$ cat config.mk
export PLATFORM = sky130hd
export DESIGN_NAME = ssd_exec
export DESIGN_NICKNAME = d
export VERILOG_FILES = /design/src/ssd_pkg.sv /design/src/ssd_sub_unit.sv /design/src/ssd_exec.sv
export SDC_FILE = /design/constraint.sdc
export NUM_CORES = 1
export LEC_CHECK = 0
export ABC_AREA = 1
export BUFFER_PORTS_ARGS = -buffer_cell sky130_fd_sc_hd__buf_4
export CORE_ASPECT_RATIO = 1.2
export CORE_MARGIN = 10
export CORE_UTILIZATION = 57
export CTS_CLUSTER_SIZE = 12
export DETAILED_ROUTE_END_ITERATION = 12
export PLACE_DENSITY = 0.95
export SLEW_MARGIN = 20
export SYNTH_ARGS = -nofsm -noshare
export SYNTH_HDL_FRONTEND = slang
export SYNTH_SLANG_ARGS = --single-unit
export TNS_END_PERCENT = 30
$ cat constraint.sdc
create_clock -name clk_i -period 4.8 [get_ports clk_i]
set_input_delay 0 -clock clk_i [delete_from_list [all_inputs] [get_ports clk_i]]
set_output_delay 0 -clock clk_i [all_outputs]
set_load 0.02 [all_outputs]
$ cat src/ssd_pkg.sv
/*
  Shared constants of the subtract / nibble-exchange / direction-load
  execution block: instruction encodings, field positions, local register
  offsets, flag layout and reset values.
  Assumes a 14-bit instruction word and an 8-bit data path.
*/
`default_nettype none

package ssd_pkg;

  // Instruction word and field geometry
  localparam int INSTR_W = 14;
  localparam int DATA_W = 8;
  localparam int FADDR_W = 7;
  localparam int NIBBLE_W = 4;
  localparam int DEST_BIT = 7;
  localparam int SEL_W = 3;

  // Opcode recognition: (instr & mask) == pattern
  localparam logic [13:0] OPC_FILE_MASK = 14'h3F00;
  localparam logic [13:0] OPC_SUB_ACC_FROM_FILE = 14'h0200;
  localparam logic [13:0] OPC_NIBBLE_EXCHANGE = 14'h0E00;
  localparam logic [13:0] OPC_DIRLOAD_MASK = 14'h3FF8;
  localparam logic [13:0] OPC_PORT_DIR_LOAD = 14'h0060;

  // Legal direction-load selectors
  localparam logic [2:0] DIR_SEL_FIRST = 3'h5;
  localparam logic [2:0] DIR_SEL_MID = 3'h6;
  localparam logic [2:0] DIR_SEL_LAST = 3'h7;

  // Destination bit values
  localparam logic DEST_ACC = 1'b0;
  localparam logic DEST_FILE = 1'b1;

  // Local register offsets on the register port
  localparam logic [6:0] OFS_ACC = 7'h00;
  localparam logic [6:0] OFS_FLAGS = 7'h01;
  localparam logic [6:0] OFS_PORT_DIR5 = 7'h05;
  localparam logic [6:0] OFS_PORT_DIR6 = 7'h06;
  localparam logic [6:0] OFS_PORT_DIR7 = 7'h07;

  // Flag register layout
  localparam int FLAG_CARRY_BIT = 0;
  localparam int FLAG_DIGIT_CARRY_BIT = 1;
  localparam int FLAG_ZERO_BIT = 2;

  // Reset values; direction registers reset to all inputs
  localparam logic [7:0] RST_ACC = 8'h00;
  localparam logic [7:0] RST_PORT_DIR = 8'hFF;
  localparam logic RST_FLAG = 1'b0;
  localparam logic [7:0] RDATA_IDLE = 8'h00;

endpackage : ssd_pkg

`default_nettype wire

$ cat src/ssd_sub_unit.sv
/*
  Two's complement subtractor: minuend minus subtrahend with carry
  (inverted borrow), digit carry out of the low nibble, and zero detect.
  Purely combinational; the caller registers the results.
*/
`timescale 1ns/1ns
`default_nettype none

module ssd_sub_unit #(
  parameter int WIDTH = 8,
  parameter int NIB = 4
) (
  input wire logic [WIDTH-1:0] minuend_i,
  input wire logic [WIDTH-1:0] subtrahend_i,
  output logic [WIDTH-1:0] diff_o,
  output logic carry_o,
  output logic digit_carry_o,
  output logic zero_o
);

  // Nibble carry is only meaningful when the nibble splits the word
  if (WIDTH < 2 * NIB || NIB < 1)
  begin : g_bad_width
    $error("ssd_sub_unit: WIDTH must hold at least two nibbles");
  end

  logic [WIDTH:0] full_sum;
  logic [NIB:0] low_sum;

  // Add the inverted subtrahend plus one so carry reads as no-borrow
  always_comb
  begin
    full_sum = {1'b0, minuend_i} + {1'b0, ~subtrahend_i} + {{WIDTH{1'b0}}, 1'b1};
    low_sum = {1'b0, minuend_i[NIB-1:0]} + {1'b0, ~subtrahend_i[NIB-1:0]} + {{NIB{1'b0}}, 1'b1};
    diff_o = full_sum[WIDTH-1:0];    // Wraps modulo two to the WIDTH
    carry_o = full_sum[WIDTH];
    digit_carry_o = low_sum[NIB];
    zero_o = (full_sum[WIDTH-1:0] == '0);
  end

endmodule // ssd_sub_unit

`default_nettype wire

$ cat src/ssd_exec.sv
/*
  Execution unit for three single-word instructions of an 8-bit core:
  subtract accumulator from file register, nibble exchange of a file
  register, and the compatibility port direction load. It owns the
  accumulator, the carry / digit carry / zero flags and three port
  direction registers, and emits registered file write-backs.
  Assumes the decode stage presents the instruction together with the
  current content of the addressed file register in the same cycle, and
  that the register file applies file_we_o on the following edge.
*/
// Local design decisions: the placing of the registers and strobed register access.
// Behaviour
// - Subtract decodes dest bit and address; file minus accumulator
// - Dest zero writes accumulator, one writes file register
// - Subtract sets carry, digit carry, zero; carry inverted borrow
// - Zero difference sets carry and zero flag
// - Negative difference clears carry; result wraps modulo 256
// - Nibble exchange swaps file halves, flags untouched
// - Exchange result to accumulator or file by dest
// - Direction load copies accumulator to selector five-seven
// - Direction registers also reachable by plain register access
`timescale 1ns/1ns
`default_nettype none

module ssd_exec #(
  parameter int DATA_W = ssd_pkg::DATA_W,
  parameter int FADDR_W = ssd_pkg::FADDR_W
) (
  input wire logic clk_i,
  input wire logic rst_i,
  // Instruction issue, one per cycle at most
  input wire logic instr_valid_i,
  input wire logic [ssd_pkg::INSTR_W-1:0] instr_i,
  input wire logic [DATA_W-1:0] file_rdata_i,
  // File register write-back
  output logic file_we_o,
  output logic [FADDR_W-1:0] file_waddr_o,
  output logic [DATA_W-1:0] file_wdata_o,
  // Architectural state
  output logic [DATA_W-1:0] acc_o,
  output logic carry_o,
  output logic digit_carry_o,
  output logic zero_o,
  output logic [DATA_W-1:0] port_dir5_o,
  output logic [DATA_W-1:0] port_dir6_o,
  output logic [DATA_W-1:0] port_dir7_o,
  // Completion and refusal pulses
  output logic exec_done_o,
  output logic instr_unknown_o,
  // Register port
  input wire logic [6:0] reg_addr_i,
  input wire logic [DATA_W-1:0] reg_wdata_i,
  input wire logic reg_we_i,
  input wire logic reg_re_i,
  output logic [DATA_W-1:0] reg_rdata_o
);

  // The encodings and the wrap behaviour are fixed to this geometry
  if (DATA_W != ssd_pkg::DATA_W || FADDR_W != ssd_pkg::FADDR_W)
  begin : g_bad_geometry
    $error("ssd_exec: DATA_W must be 8 and FADDR_W must be 7");
  end

  // ---------------------------------------------------------------
  // Decode
  // ---------------------------------------------------------------
  logic is_sub;
  logic is_swap;
  logic is_dirload;
  logic dest_bit;
  logic [FADDR_W-1:0] faddr;
  logic [ssd_pkg::SEL_W-1:0] dir_sel;
  logic dir_sel_ok;

  // Opcode match on masked patterns; selector outside 5..7 is not ours
  always_comb
  begin
    dest_bit = instr_i[ssd_pkg::DEST_BIT];
    faddr = instr_i[FADDR_W-1:0];
    dir_sel = instr_i[ssd_pkg::SEL_W-1:0];
    is_sub = instr_valid_i && ((instr_i & ssd_pkg::OPC_FILE_MASK) == ssd_pkg::OPC_SUB_ACC_FROM_FILE);
    is_swap = instr_valid_i && ((instr_i & ssd_pkg::OPC_FILE_MASK) == ssd_pkg::OPC_NIBBLE_EXCHANGE);
    dir_sel_ok = (dir_sel >= ssd_pkg::DIR_SEL_FIRST) && (dir_sel <= ssd_pkg::DIR_SEL_LAST);
    is_dirload = instr_valid_i && dir_sel_ok
                 && ((instr_i & ssd_pkg::OPC_DIRLOAD_MASK) == ssd_pkg::OPC_PORT_DIR_LOAD);
  end

  // ---------------------------------------------------------------
  // Arithmetic
  // ---------------------------------------------------------------
  logic [DATA_W-1:0] acc_reg;
  logic [DATA_W-1:0] sub_diff;
  logic sub_carry;
  logic sub_dc;
  logic sub_zero;
  logic [DATA_W-1:0] swap_val;

  ssd_sub_unit #(
    .WIDTH(DATA_W),
    .NIB(ssd_pkg::NIBBLE_W)
  ) u_sub (
    .minuend_i(file_rdata_i),
    .subtrahend_i(acc_reg),
    .diff_o(sub_diff),
    .carry_o(sub_carry),
    .digit_carry_o(sub_dc),
    .zero_o(sub_zero)
  );

  // low nibble moves up, high nibble moves down
  assign swap_val = {file_rdata_i[ssd_pkg::NIBBLE_W-1:0], file_rdata_i[DATA_W-1:ssd_pkg::NIBBLE_W]};

  // ---------------------------------------------------------------
  // Accumulator, flags and file write-back
  // ---------------------------------------------------------------
  logic [DATA_W-1:0] acc_next;
  logic carry_reg;
  logic carry_next;
  logic dc_reg;
  logic dc_next;
  logic zero_reg;
  logic zero_next;
  logic file_we_reg;
  logic file_we_next;
  logic [FADDR_W-1:0] file_waddr_reg;
  logic [FADDR_W-1:0] file_waddr_next;
  logic [DATA_W-1:0] file_wdata_reg;
  logic [DATA_W-1:0] file_wdata_next;
  logic done_reg;
  logic done_next;
  logic unknown_reg;
  logic unknown_next;
  logic [DATA_W-1:0] result;
  logic result_valid;

  // Instruction writes beat a register-port write in the same cycle,
  // since the core must not lose a committed result.
  always_comb
  begin
    acc_next = acc_reg;
    carry_next = carry_reg;
    dc_next = dc_reg;
    zero_next = zero_reg;
    file_we_next = 1'b0;
    file_waddr_next = file_waddr_reg;
    file_wdata_next = file_wdata_reg;
    result = is_sub ? sub_diff : swap_val;
    result_valid = is_sub || is_swap;

    // Software access to accumulator and flags
    if (reg_we_i && reg_addr_i == ssd_pkg::OFS_ACC)
    begin
      acc_next = reg_wdata_i;
    end
    if (reg_we_i && reg_addr_i == ssd_pkg::OFS_FLAGS)
    begin
      carry_next = reg_wdata_i[ssd_pkg::FLAG_CARRY_BIT];
      dc_next = reg_wdata_i[ssd_pkg::FLAG_DIGIT_CARRY_BIT];
      zero_next = reg_wdata_i[ssd_pkg::FLAG_ZERO_BIT];
    end

    if (result_valid)
    begin
      if (dest_bit == ssd_pkg::DEST_ACC)
      begin
        acc_next = result;
      end
      else
      begin
        file_we_next = 1'b1;
        file_waddr_next = faddr;
        file_wdata_next = result;
      end
    end

    // carry as inverted borrow plus digit carry
    // zero result sets zero and carry
    if (is_sub)
    begin
      carry_next = sub_carry;
      dc_next = sub_dc;
      zero_next = sub_zero;
    end

    // everything commits at this cycle's end
    done_next = result_valid || is_dirload;
    unknown_next = instr_valid_i && !(result_valid || is_dirload);
  end

  // Registered commit of accumulator, flags and write-back
  always_ff @(posedge clk_i or posedge rst_i)
  begin
    if (rst_i)
    begin
      acc_reg <= ssd_pkg::RST_ACC;
      carry_reg <= ssd_pkg::RST_FLAG;
      dc_reg <= ssd_pkg::RST_FLAG;
      zero_reg <= ssd_pkg::RST_FLAG;
      file_we_reg <= 1'b0;
      file_waddr_reg <= '0;
      file_wdata_reg <= '0;
      done_reg <= 1'b0;
      unknown_reg <= 1'b0;
    end
    else
    begin
      acc_reg <= acc_next;
      carry_reg <= carry_next;
      dc_reg <= dc_next;
      zero_reg <= zero_next;
      file_we_reg <= file_we_next;
      file_waddr_reg <= file_waddr_next;
      file_wdata_reg <= file_wdata_next;
      done_reg <= done_next;
      unknown_reg <= unknown_next;
    end
  end

  // ---------------------------------------------------------------
  // Port direction registers
  // ---------------------------------------------------------------
  logic [DATA_W-1:0] dir5_reg;
  logic [DATA_W-1:0] dir5_next;
  logic [DATA_W-1:0] dir6_reg;
  logic [DATA_W-1:0] dir6_next;
  logic [DATA_W-1:0] dir7_reg;
  logic [DATA_W-1:0] dir7_next;

  // Flags are never touched here; the instruction again wins a collision
  always_comb
  begin
    dir5_next = dir5_reg;
    dir6_next = dir6_reg;
    dir7_next = dir7_reg;
    if (reg_we_i)
    begin
      unique case (reg_addr_i)
        ssd_pkg::OFS_PORT_DIR5: dir5_next = reg_wdata_i;
        ssd_pkg::OFS_PORT_DIR6: dir6_next = reg_wdata_i;
        ssd_pkg::OFS_PORT_DIR7: dir7_next = reg_wdata_i;
        default: ;
      endcase
    end
    if (is_dirload)
    begin
      unique case (dir_sel)
        ssd_pkg::DIR_SEL_FIRST: dir5_next = acc_reg;
        ssd_pkg::DIR_SEL_MID: dir6_next = acc_reg;
        ssd_pkg::DIR_SEL_LAST: dir7_next = acc_reg;
        default: ;
      endcase
    end
  end

  // Direction registers reset to all-input
  always_ff @(posedge clk_i or posedge rst_i)
  begin
    if (rst_i)
    begin
      dir5_reg <= ssd_pkg::RST_PORT_DIR;
      dir6_reg <= ssd_pkg::RST_PORT_DIR;
      dir7_reg <= ssd_pkg::RST_PORT_DIR;
    end
    else
    begin
      dir5_reg <= dir5_next;
      dir6_reg <= dir6_next;
      dir7_reg <= dir7_next;
    end
  end

  // ---------------------------------------------------------------
  // Register port read path
  // ---------------------------------------------------------------
  logic [DATA_W-1:0] rdata_reg;
  logic [DATA_W-1:0] rdata_next;
  logic [DATA_W-1:0] flags_word;

  // Read data stands for one cycle only; unmapped offsets read zero.
  // Reads see the value before any write in the same cycle.
  always_comb
  begin
    flags_word = '0;
    flags_word[ssd_pkg::FLAG_CARRY_BIT] = carry_reg;
    flags_word[ssd_pkg::FLAG_DIGIT_CARRY_BIT] = dc_reg;
    flags_word[ssd_pkg::FLAG_ZERO_BIT] = zero_reg;
    rdata_next = ssd_pkg::RDATA_IDLE;
    if (reg_re_i)
    begin
      unique case (reg_addr_i)
        ssd_pkg::OFS_ACC: rdata_next = acc_reg;
        ssd_pkg::OFS_FLAGS: rdata_next = flags_word;
        ssd_pkg::OFS_PORT_DIR5: rdata_next = dir5_reg;
        ssd_pkg::OFS_PORT_DIR6: rdata_next = dir6_reg;
        ssd_pkg::OFS_PORT_DIR7: rdata_next = dir7_reg;
        default: rdata_next = ssd_pkg::RDATA_IDLE;
      endcase
    end
  end

  // Read data register
  always_ff @(posedge clk_i or posedge rst_i)
  begin
    if (rst_i)
    begin
      rdata_reg <= ssd_pkg::RDATA_IDLE;
    end
    else
    begin
      rdata_reg <= rdata_next;
    end
  end

  // Every output straight from a flip-flop
  assign file_we_o = file_we_reg;
  assign file_waddr_o = file_waddr_reg;
  assign file_wdata_o = file_wdata_reg;
  assign acc_o = acc_reg;
  assign carry_o = carry_reg;
  assign digit_carry_o = dc_reg;
  assign zero_o = zero_reg;
  assign port_dir5_o = dir5_reg;
  assign port_dir6_o = dir6_reg;
  assign port_dir7_o = dir7_reg;
  assign exec_done_o = done_reg;
  assign instr_unknown_o = unknown_reg;
  assign reg_rdata_o = rdata_reg;

endmodule // ssd_exec

`default_nettype wire

# Word-level counts from Yosys, hierarchy flattened
# Index checks and enable logic that the tools add are counted.
[totals] out_inout_bits=61 latchBits=0 wordCells=72 input_bits=42 n_memories=0 mem_bits_rw=0 rom_bits=0 register_bits=61
[op_classes] magnitude_cmp=2 div_mod_pow=0 bitwise_logic=2 reduce_logical=15 n_eq_ne=10 mul=0 shifts=0 addsub=4 n_mux=26
[op_table] cell="2-to-1 mux 8 bit" n=17
[op_table] cell="case mux 8 bit (5 select lines)" n=1
[op_table] cell="== test 7 x 3 -> 1 bit, second input constant" n=3
[op_table] cell="== test 11 x 4 -> 1 bit, second input constant" n=1
[op_table] cell="adder 8 x 8 -> 9 bit" n=1
[op_table] cell="adder 9 x 1 -> 9 bit, second input constant" n=1
[op_table] cell="== test 3 bit, second input constant" n=3
[op_table] cell="logical AND 1 bit" n=8
[op_table] cell="logical NOT 8 bit" n=1
[op_table] cell="2-to-1 mux 1 bit" n=8
[op_table] cell="NOT 8 bit" n=1
[op_table] cell="== test 7 x 1 -> 1 bit, second input constant" n=1
[op_table] cell="logical NOT 7 bit" n=1
[op_table] cell="== test 6 x 2 -> 1 bit, second input constant" n=1
[op_table] cell="== test 6 x 4 -> 1 bit, second input constant" n=1
[op_table] cell="adder 4 x 4 -> 5 bit" n=1
[op_table] cell="adder 5 x 1 -> 5 bit, second input constant" n=1
[op_table] cell="NOT 4 bit" n=1
[op_table] cell="greater-or-equal comparator 3 bit, second input constant" n=1
[op_table] cell="less-or-equal comparator 3 bit, second input constant" n=1
[op_table] cell="logical OR 1 bit" n=2
[op_table] cell="AND reduction 2 bit" n=1
[op_table] cell="nonzero test 2 bit" n=1
[op_table] cell="logical NOT 1 bit" n=1

# Depth between registers and ports, before layout
[logic_depth] depth_word=7 depth_mapped=13 depth_no_buf=13

# By module
# A second synthesis with hierarchy kept.
[unflattened] hier_cells=585 area_unflattened_um2=4011.3
[by_module_without_submodules] module="ssd_exec" area_each_um2=3509.6 seq_area_each_um2=1556.5 cells_per_inst=490 n_inst=1
[by_module_without_submodules] module="ssd_sub_unit" area_each_um2=501.7 seq_area_each_um2=0.0 cells_per_inst=95 n_inst=1

# Least setup slack after synthesis
# Ideal clock, no wire load.
[synth_path] path_type="reg-to-reg" startpoint="register acc_reg[0] (netlist: acc_o[0])" endpoint="register carry_reg (netlist: carry_o)" required_ns=4.677 setup_slack_ns=2.906 setup_ns=0.123 path_stages_with_launch=12 n_path_buf=0 t_arrival_ns=1.771 synth_period_minus_slack_ns=1.894 cell_sequence="dfrtp_1 ha_1 inv_1 fa_1 nand2_1 nand3_1 nand4_1 nand2_1 nand2_1 a21oi_1 o21ai_0 nand2_1"
[synth_via] elab_chain_cells=4
[synth_rtl] element="from (decl)" line_no="ssd_exec.sv:91" source="logic [DATA_W-1:0] acc_reg;"
[synth_rtl] element="from (signal assigned)" line_no="ssd_exec.sv:195" source="acc_reg <= ssd_pkg::RST_ACC;"
[synth_rtl] element="from (signal assigned)" line_no="ssd_exec.sv:207" source="acc_reg <= acc_next;"
[synth_rtl] element="NOT 8 bit" line_no="ssd_sub_unit.sv:33" source="full_sum = {1'b0, minuend_i} + {1'b0, ~subtrahend_i} + {{WIDTH{1'b0}}, 1'b1};"
[synth_rtl] element="adder 8 x 8 -> 9 bit" line_no="ssd_sub_unit.sv:33"
[synth_rtl] element="adder 9 x 1 -> 9 bit" line_no="ssd_sub_unit.sv:33"
[synth_rtl] element="2-to-1 mux 1 bit" line_no="ssd_exec.sv:178" source="if (is_sub)"
[synth_rtl] element="to (signal assigned)" line_no="ssd_exec.sv:196" source="carry_reg <= ssd_pkg::RST_FLAG;"
[synth_rtl] element="to (signal assigned)" line_no="ssd_exec.sv:208" source="carry_reg <= carry_next;"
[synth_rtl] element="to (decl)" line_no="ssd_exec.sv:117" source="logic carry_reg;"
# No other way between the ends.
# A chain may end at the register's enable or synchronous reset.

# Worst setup path in the final report
[layout_path] startpoint="register acc_reg[2] (netlist: acc_o[2])" endpoint="register acc_reg[7] (netlist: acc_o[7])"
[layout_via] elab_chain_cells=6
[layout_rtl] element="NOT 8 bit" line_no="ssd_sub_unit.sv:33"
[layout_rtl] element="adder 8 x 8 -> 9 bit" line_no="ssd_sub_unit.sv:33"
[layout_rtl] element="adder 9 x 1 -> 9 bit" line_no="ssd_sub_unit.sv:33"
[layout_rtl] element="2-to-1 mux 8 bit" line_no="ssd_exec.sv:147" source="result = is_sub ? sub_diff : swap_val;"
[layout_rtl] element="2-to-1 mux 8 bit" line_no="ssd_exec.sv:164" source="if (dest_bit == ssd_pkg::DEST_ACC)"
[layout_rtl] element="2-to-1 mux 8 bit" line_no="ssd_exec.sv:162" source="if (result_valid)"
[layout_rtl] element="net acc_next[7]" line_no="ssd_exec.sv:116" source="logic [DATA_W-1:0] acc_next;"
# The timed path passes the listed nets, and every way through them passes these cells.

==> results.md <==
- Status: completed
- Power density over cell area: between 300 and 400 nW/um^2
- Count of cell types in the netlist: 36
- # nets final: 639
- Post-synth top area cell: dfrtp_1
- Fin. max-slew vios: 0
- Yosys top cell area share: 25.46%
- WL/cell: 18.57 microns
- Final GP Congestion: slightly below 1
- Fin. Hold Viols: 0
- # rows: 31
- DRC Markers: 0
- Worst setup EP type: flip-flop
- Max VDD drop: roughly 0.24 mV
- CP Launch Type: flip-flop
- Final Critical Period: 2.457 ns
- Pin count of the biggest net entering global routing: just over 60
- Crit Path Max Fanout: 6
- Chip height: about 110 microns
- Vias in the first global route: 3964
- Pre-Repair DR Iteration Count: 7
- Post-CTS Setup Bufs: 0
- Via count: slightly above 4000
- Clock latency on the worst-skew pair: roughly 0.35 ns
- Antenna violations before repair: 0
- Fillers: approximately 390
- Synth area leaders: dfrtp_1, dfstp_2, nand2_1
- Die Width: just over 90 microns
- CTS tree: yes
- Std-Cell Core Area: 6128 sq um
- Num CTS Buffers: 9
- Hpwl dp: 8747 microns
- Yosys warning total: 0
- Placed Instances: 640
- GRT Util Overall: about a quarter
- Synthesized Nets: ~520
- Clock skew: about 0.0052 ns
- TNS Setup: 0 ns
- Antenna cells: 0
- Fin cells: 675
- Syn Inst Count: approximately 470
- CTS max path bufs: 2
- Final cell utilization of the core: roughly four fifths
- Worst rel slew slack: about half
- Total routed wirelength: approximately 13000 microns
- Lkg Pwr: 2.434 nW
- Area growth, synth to finish: 33.02%
- Antenna Violating Nets Remaining: 0
- Cell Area, Synth: about 3600 sq um
- Flops & latches, synth: 61
- Crit share post-route: 51.20%
- Total gr overflow: 0
- Cell area after layout: 4838 sq um
- Initial Utilization: just under 60%
- # setup viols final: 0
- DIE AREA: between 9000 and 10000 sq um
- Clock sink count: 61
- Port bufs: 102
- Fmax: around 410 MHz
- Iteration-0 DRC Markers: about 430
- First-pass GRT wire length: between 20000 and 25000 microns
- Max cap viols: 0
- Number of top-level pins: roughly 100
- Root Buffer: clkbuf_8
- Hold Crit Class: in2reg
- Total Power: 0.001693 W
- Crit Path Class: reg2reg
- Seq/Total Area, Yosys: a little over two fifths
- Worst-Margin Slew: between 0.7 and 0.8 ns
- Vias per inst: 5.982
- Syn avg cell area: roughly 7.8 sq um
- CTS H-tree depth: 3
- Crit path DAT: about 2.7 ns
- Flop2flop setup slack: between 2 and 2.5 ns
- Post-DP Area: between 4000 and 5000 sq um
- Share of cells above drive strength 1: 29.01%
- Worst EP required: roughly 5.0 ns
- RSZ-0062 raised after global routing: false
- Clock Pin Slew Worst Setup and Hold Paths: ~0.070 ns
-- area by class of cell --
| cell class | count | area, sq um | area share (%) |
|---|---|---|---|
| repair buffers | 122 | 963.4 | 19.91 |
| well taps | 82 | 102.6 | 2.120 |
| flip-flops and latches | 61 | 1556 | 32.17 |
| inverters | 62 | 232.7 | 4.810 |
| clock inverters | 6 | 87.58 | 1.810 |
| clock buffers | 10 | 127.6 | 2.638 |
| multi-input cells | 332 | 1768 | 36.54 |
-- metal layers --
layer / wire length, microns / track usage, %
met5: 0 / 0
met4: 636 / 13.25
met3: 1183 / 5.164
met2: 6420 / 44.13
met1: 4292 / 27.78
-- stage by stage --
stage	hold slack, ns	setup WS, ns
5_1_grt	0.03231	2.154
4_1_cts	0.004950	2.423
6_report	0.0001015	2.343
2_1_floorplan	0.1062	2.906
3_5_place_dp	0.2382	2.627
3_3_place_gp	0.2316	2.691
-- synthesized netlist by cell type --
cell type,n
xnor2_1,2
nand2_4,1
buf_4,2
nand3_2,1
o22ai_1,3
buf_6,2
o211ai_1,15
nand2_1,145
inv_1,58
dfstp_2,24
nor2_2,2
clkbuf_1,2
o21ai_0,20
nor3_4,2
ha_1,8
nand3_1,40
clkinv_1,1
nand3_4,2
nand2_2,3
nor3_2,1
nor2_1,14
o21ai_1,28
buf_2,7
inv_2,3
dfrtp_1,37
a21oi_1,11
nand4_1,8
nor3_1,2
nor2_4,4
fa_1,1
nand3b_4,1
a41oi_1,5
or2_0,1
o21ai_2,9
a211oi_1,1
o21a_1,2
-- path summary, 6_finish.rpt --
path / end / depth (start not counted) / from
setup / recovery: acc_o[7] / 14 / acc_o[2]
hold / removal: file_waddr_o[1] / 3 / instr_i[1]
setup reg to reg: acc_o[7] / 14 / acc_o[2]
hold reg to reg: file_waddr_o[0] / 2 / file_waddr_o[0]
max in group asynchronous: file_wdata_o[3] / 4 / rst_i
min in group asynchronous: instr_unknown_o / 4 / rst_i
-- logic make-up (layout without fill, tap and decap cells) --
group,after synthesis,after routing,synth area share [%]
compound gates,94,94,15.72
simple gates,227,227,29.10
buf+inv,75,200,8.600
flops,61,61,42.79
xor+xnor,2,2,0.4817
fa+ha+maj,9,9,3.303
-- registers in the layout, summed over array words and instances (netlist names) --
signal and count:
acc_o 8, zero_o 1, file_we_o 1, digit_carry_o 1
port_dir6_o 8, reg_rdata_o 8, file_wdata_o 8, carry_o 1
port_dir7_o 8, port_dir5_o 8, instr_unknown_o 1, file_waddr_o 7
exec_done_o 1
-- power breakdown --
part	total [W]	switching, W	internal [W]	leakage [nW]
clock	0.000504	0.000213	0.000291	0.0985
combinational	0.000534	0.000324	0.000210	1.61
sequential	0.000654	0.0000668	0.000587	0.728
total	0.00169	0.000604	0.00109	2.43
-- placed cells by master, fill, tap and decap left out, types with 2 or more instances in the layout --
| cell | n |
|---|---|
| dfrtp_1 | 37 |
| nor2_2 | 2 |
| o21a_1 | 2 |
| dfstp_2 | 24 |
| nand2_2 | 3 |
| nor2_1 | 14 |
| nand2_1 | 145 |
| buf_4 | 103 |
| nor3_4 | 2 |
| inv_2 | 4 |
| o21ai_2 | 9 |
| nand3_1 | 40 |
| o21ai_0 | 20 |
| clkinvlp_4 | 3 |
| inv_1 | 57 |
| xnor2_1 | 2 |
| bufinv_16 | 2 |
| o22ai_1 | 3 |
| o21ai_1 | 28 |
| a41oi_1 | 5 |
| a21oi_1 | 11 |
| nand4_1 | 8 |
| nand3_4 | 2 |
| nor3_1 | 2 |
| clkbuf_8 | 9 |
| nor2_4 | 4 |
| ha_1 | 8 |
| dlygate4sd3_1 | 19 |
| o211ai_1 | 15 |
-- worst max-delay path, stage by stage (launching register included) --
cell	delay [ns]
dfrtp_1	0.49
inv_1	0.14
ha_1	0.38
nand2_1	0.07
inv_1	0.07
nand2_1	0.07
nand2_1	0.08
nand2_1	0.06
nand2_1	0.06
nand2_1	0.04
nand2_1	0.07
nand2_1	0.07
o211ai_1	0.11
nand2_1	0.07
dlygate4sd3_1	0.56
-- what timing repair did --
action                    in CTS  in global routing
gates resized for setup        0                  0
hold endpoints to repair      60                  0
hold buffers                  19                  0
(Power assumes the default switching activity.)
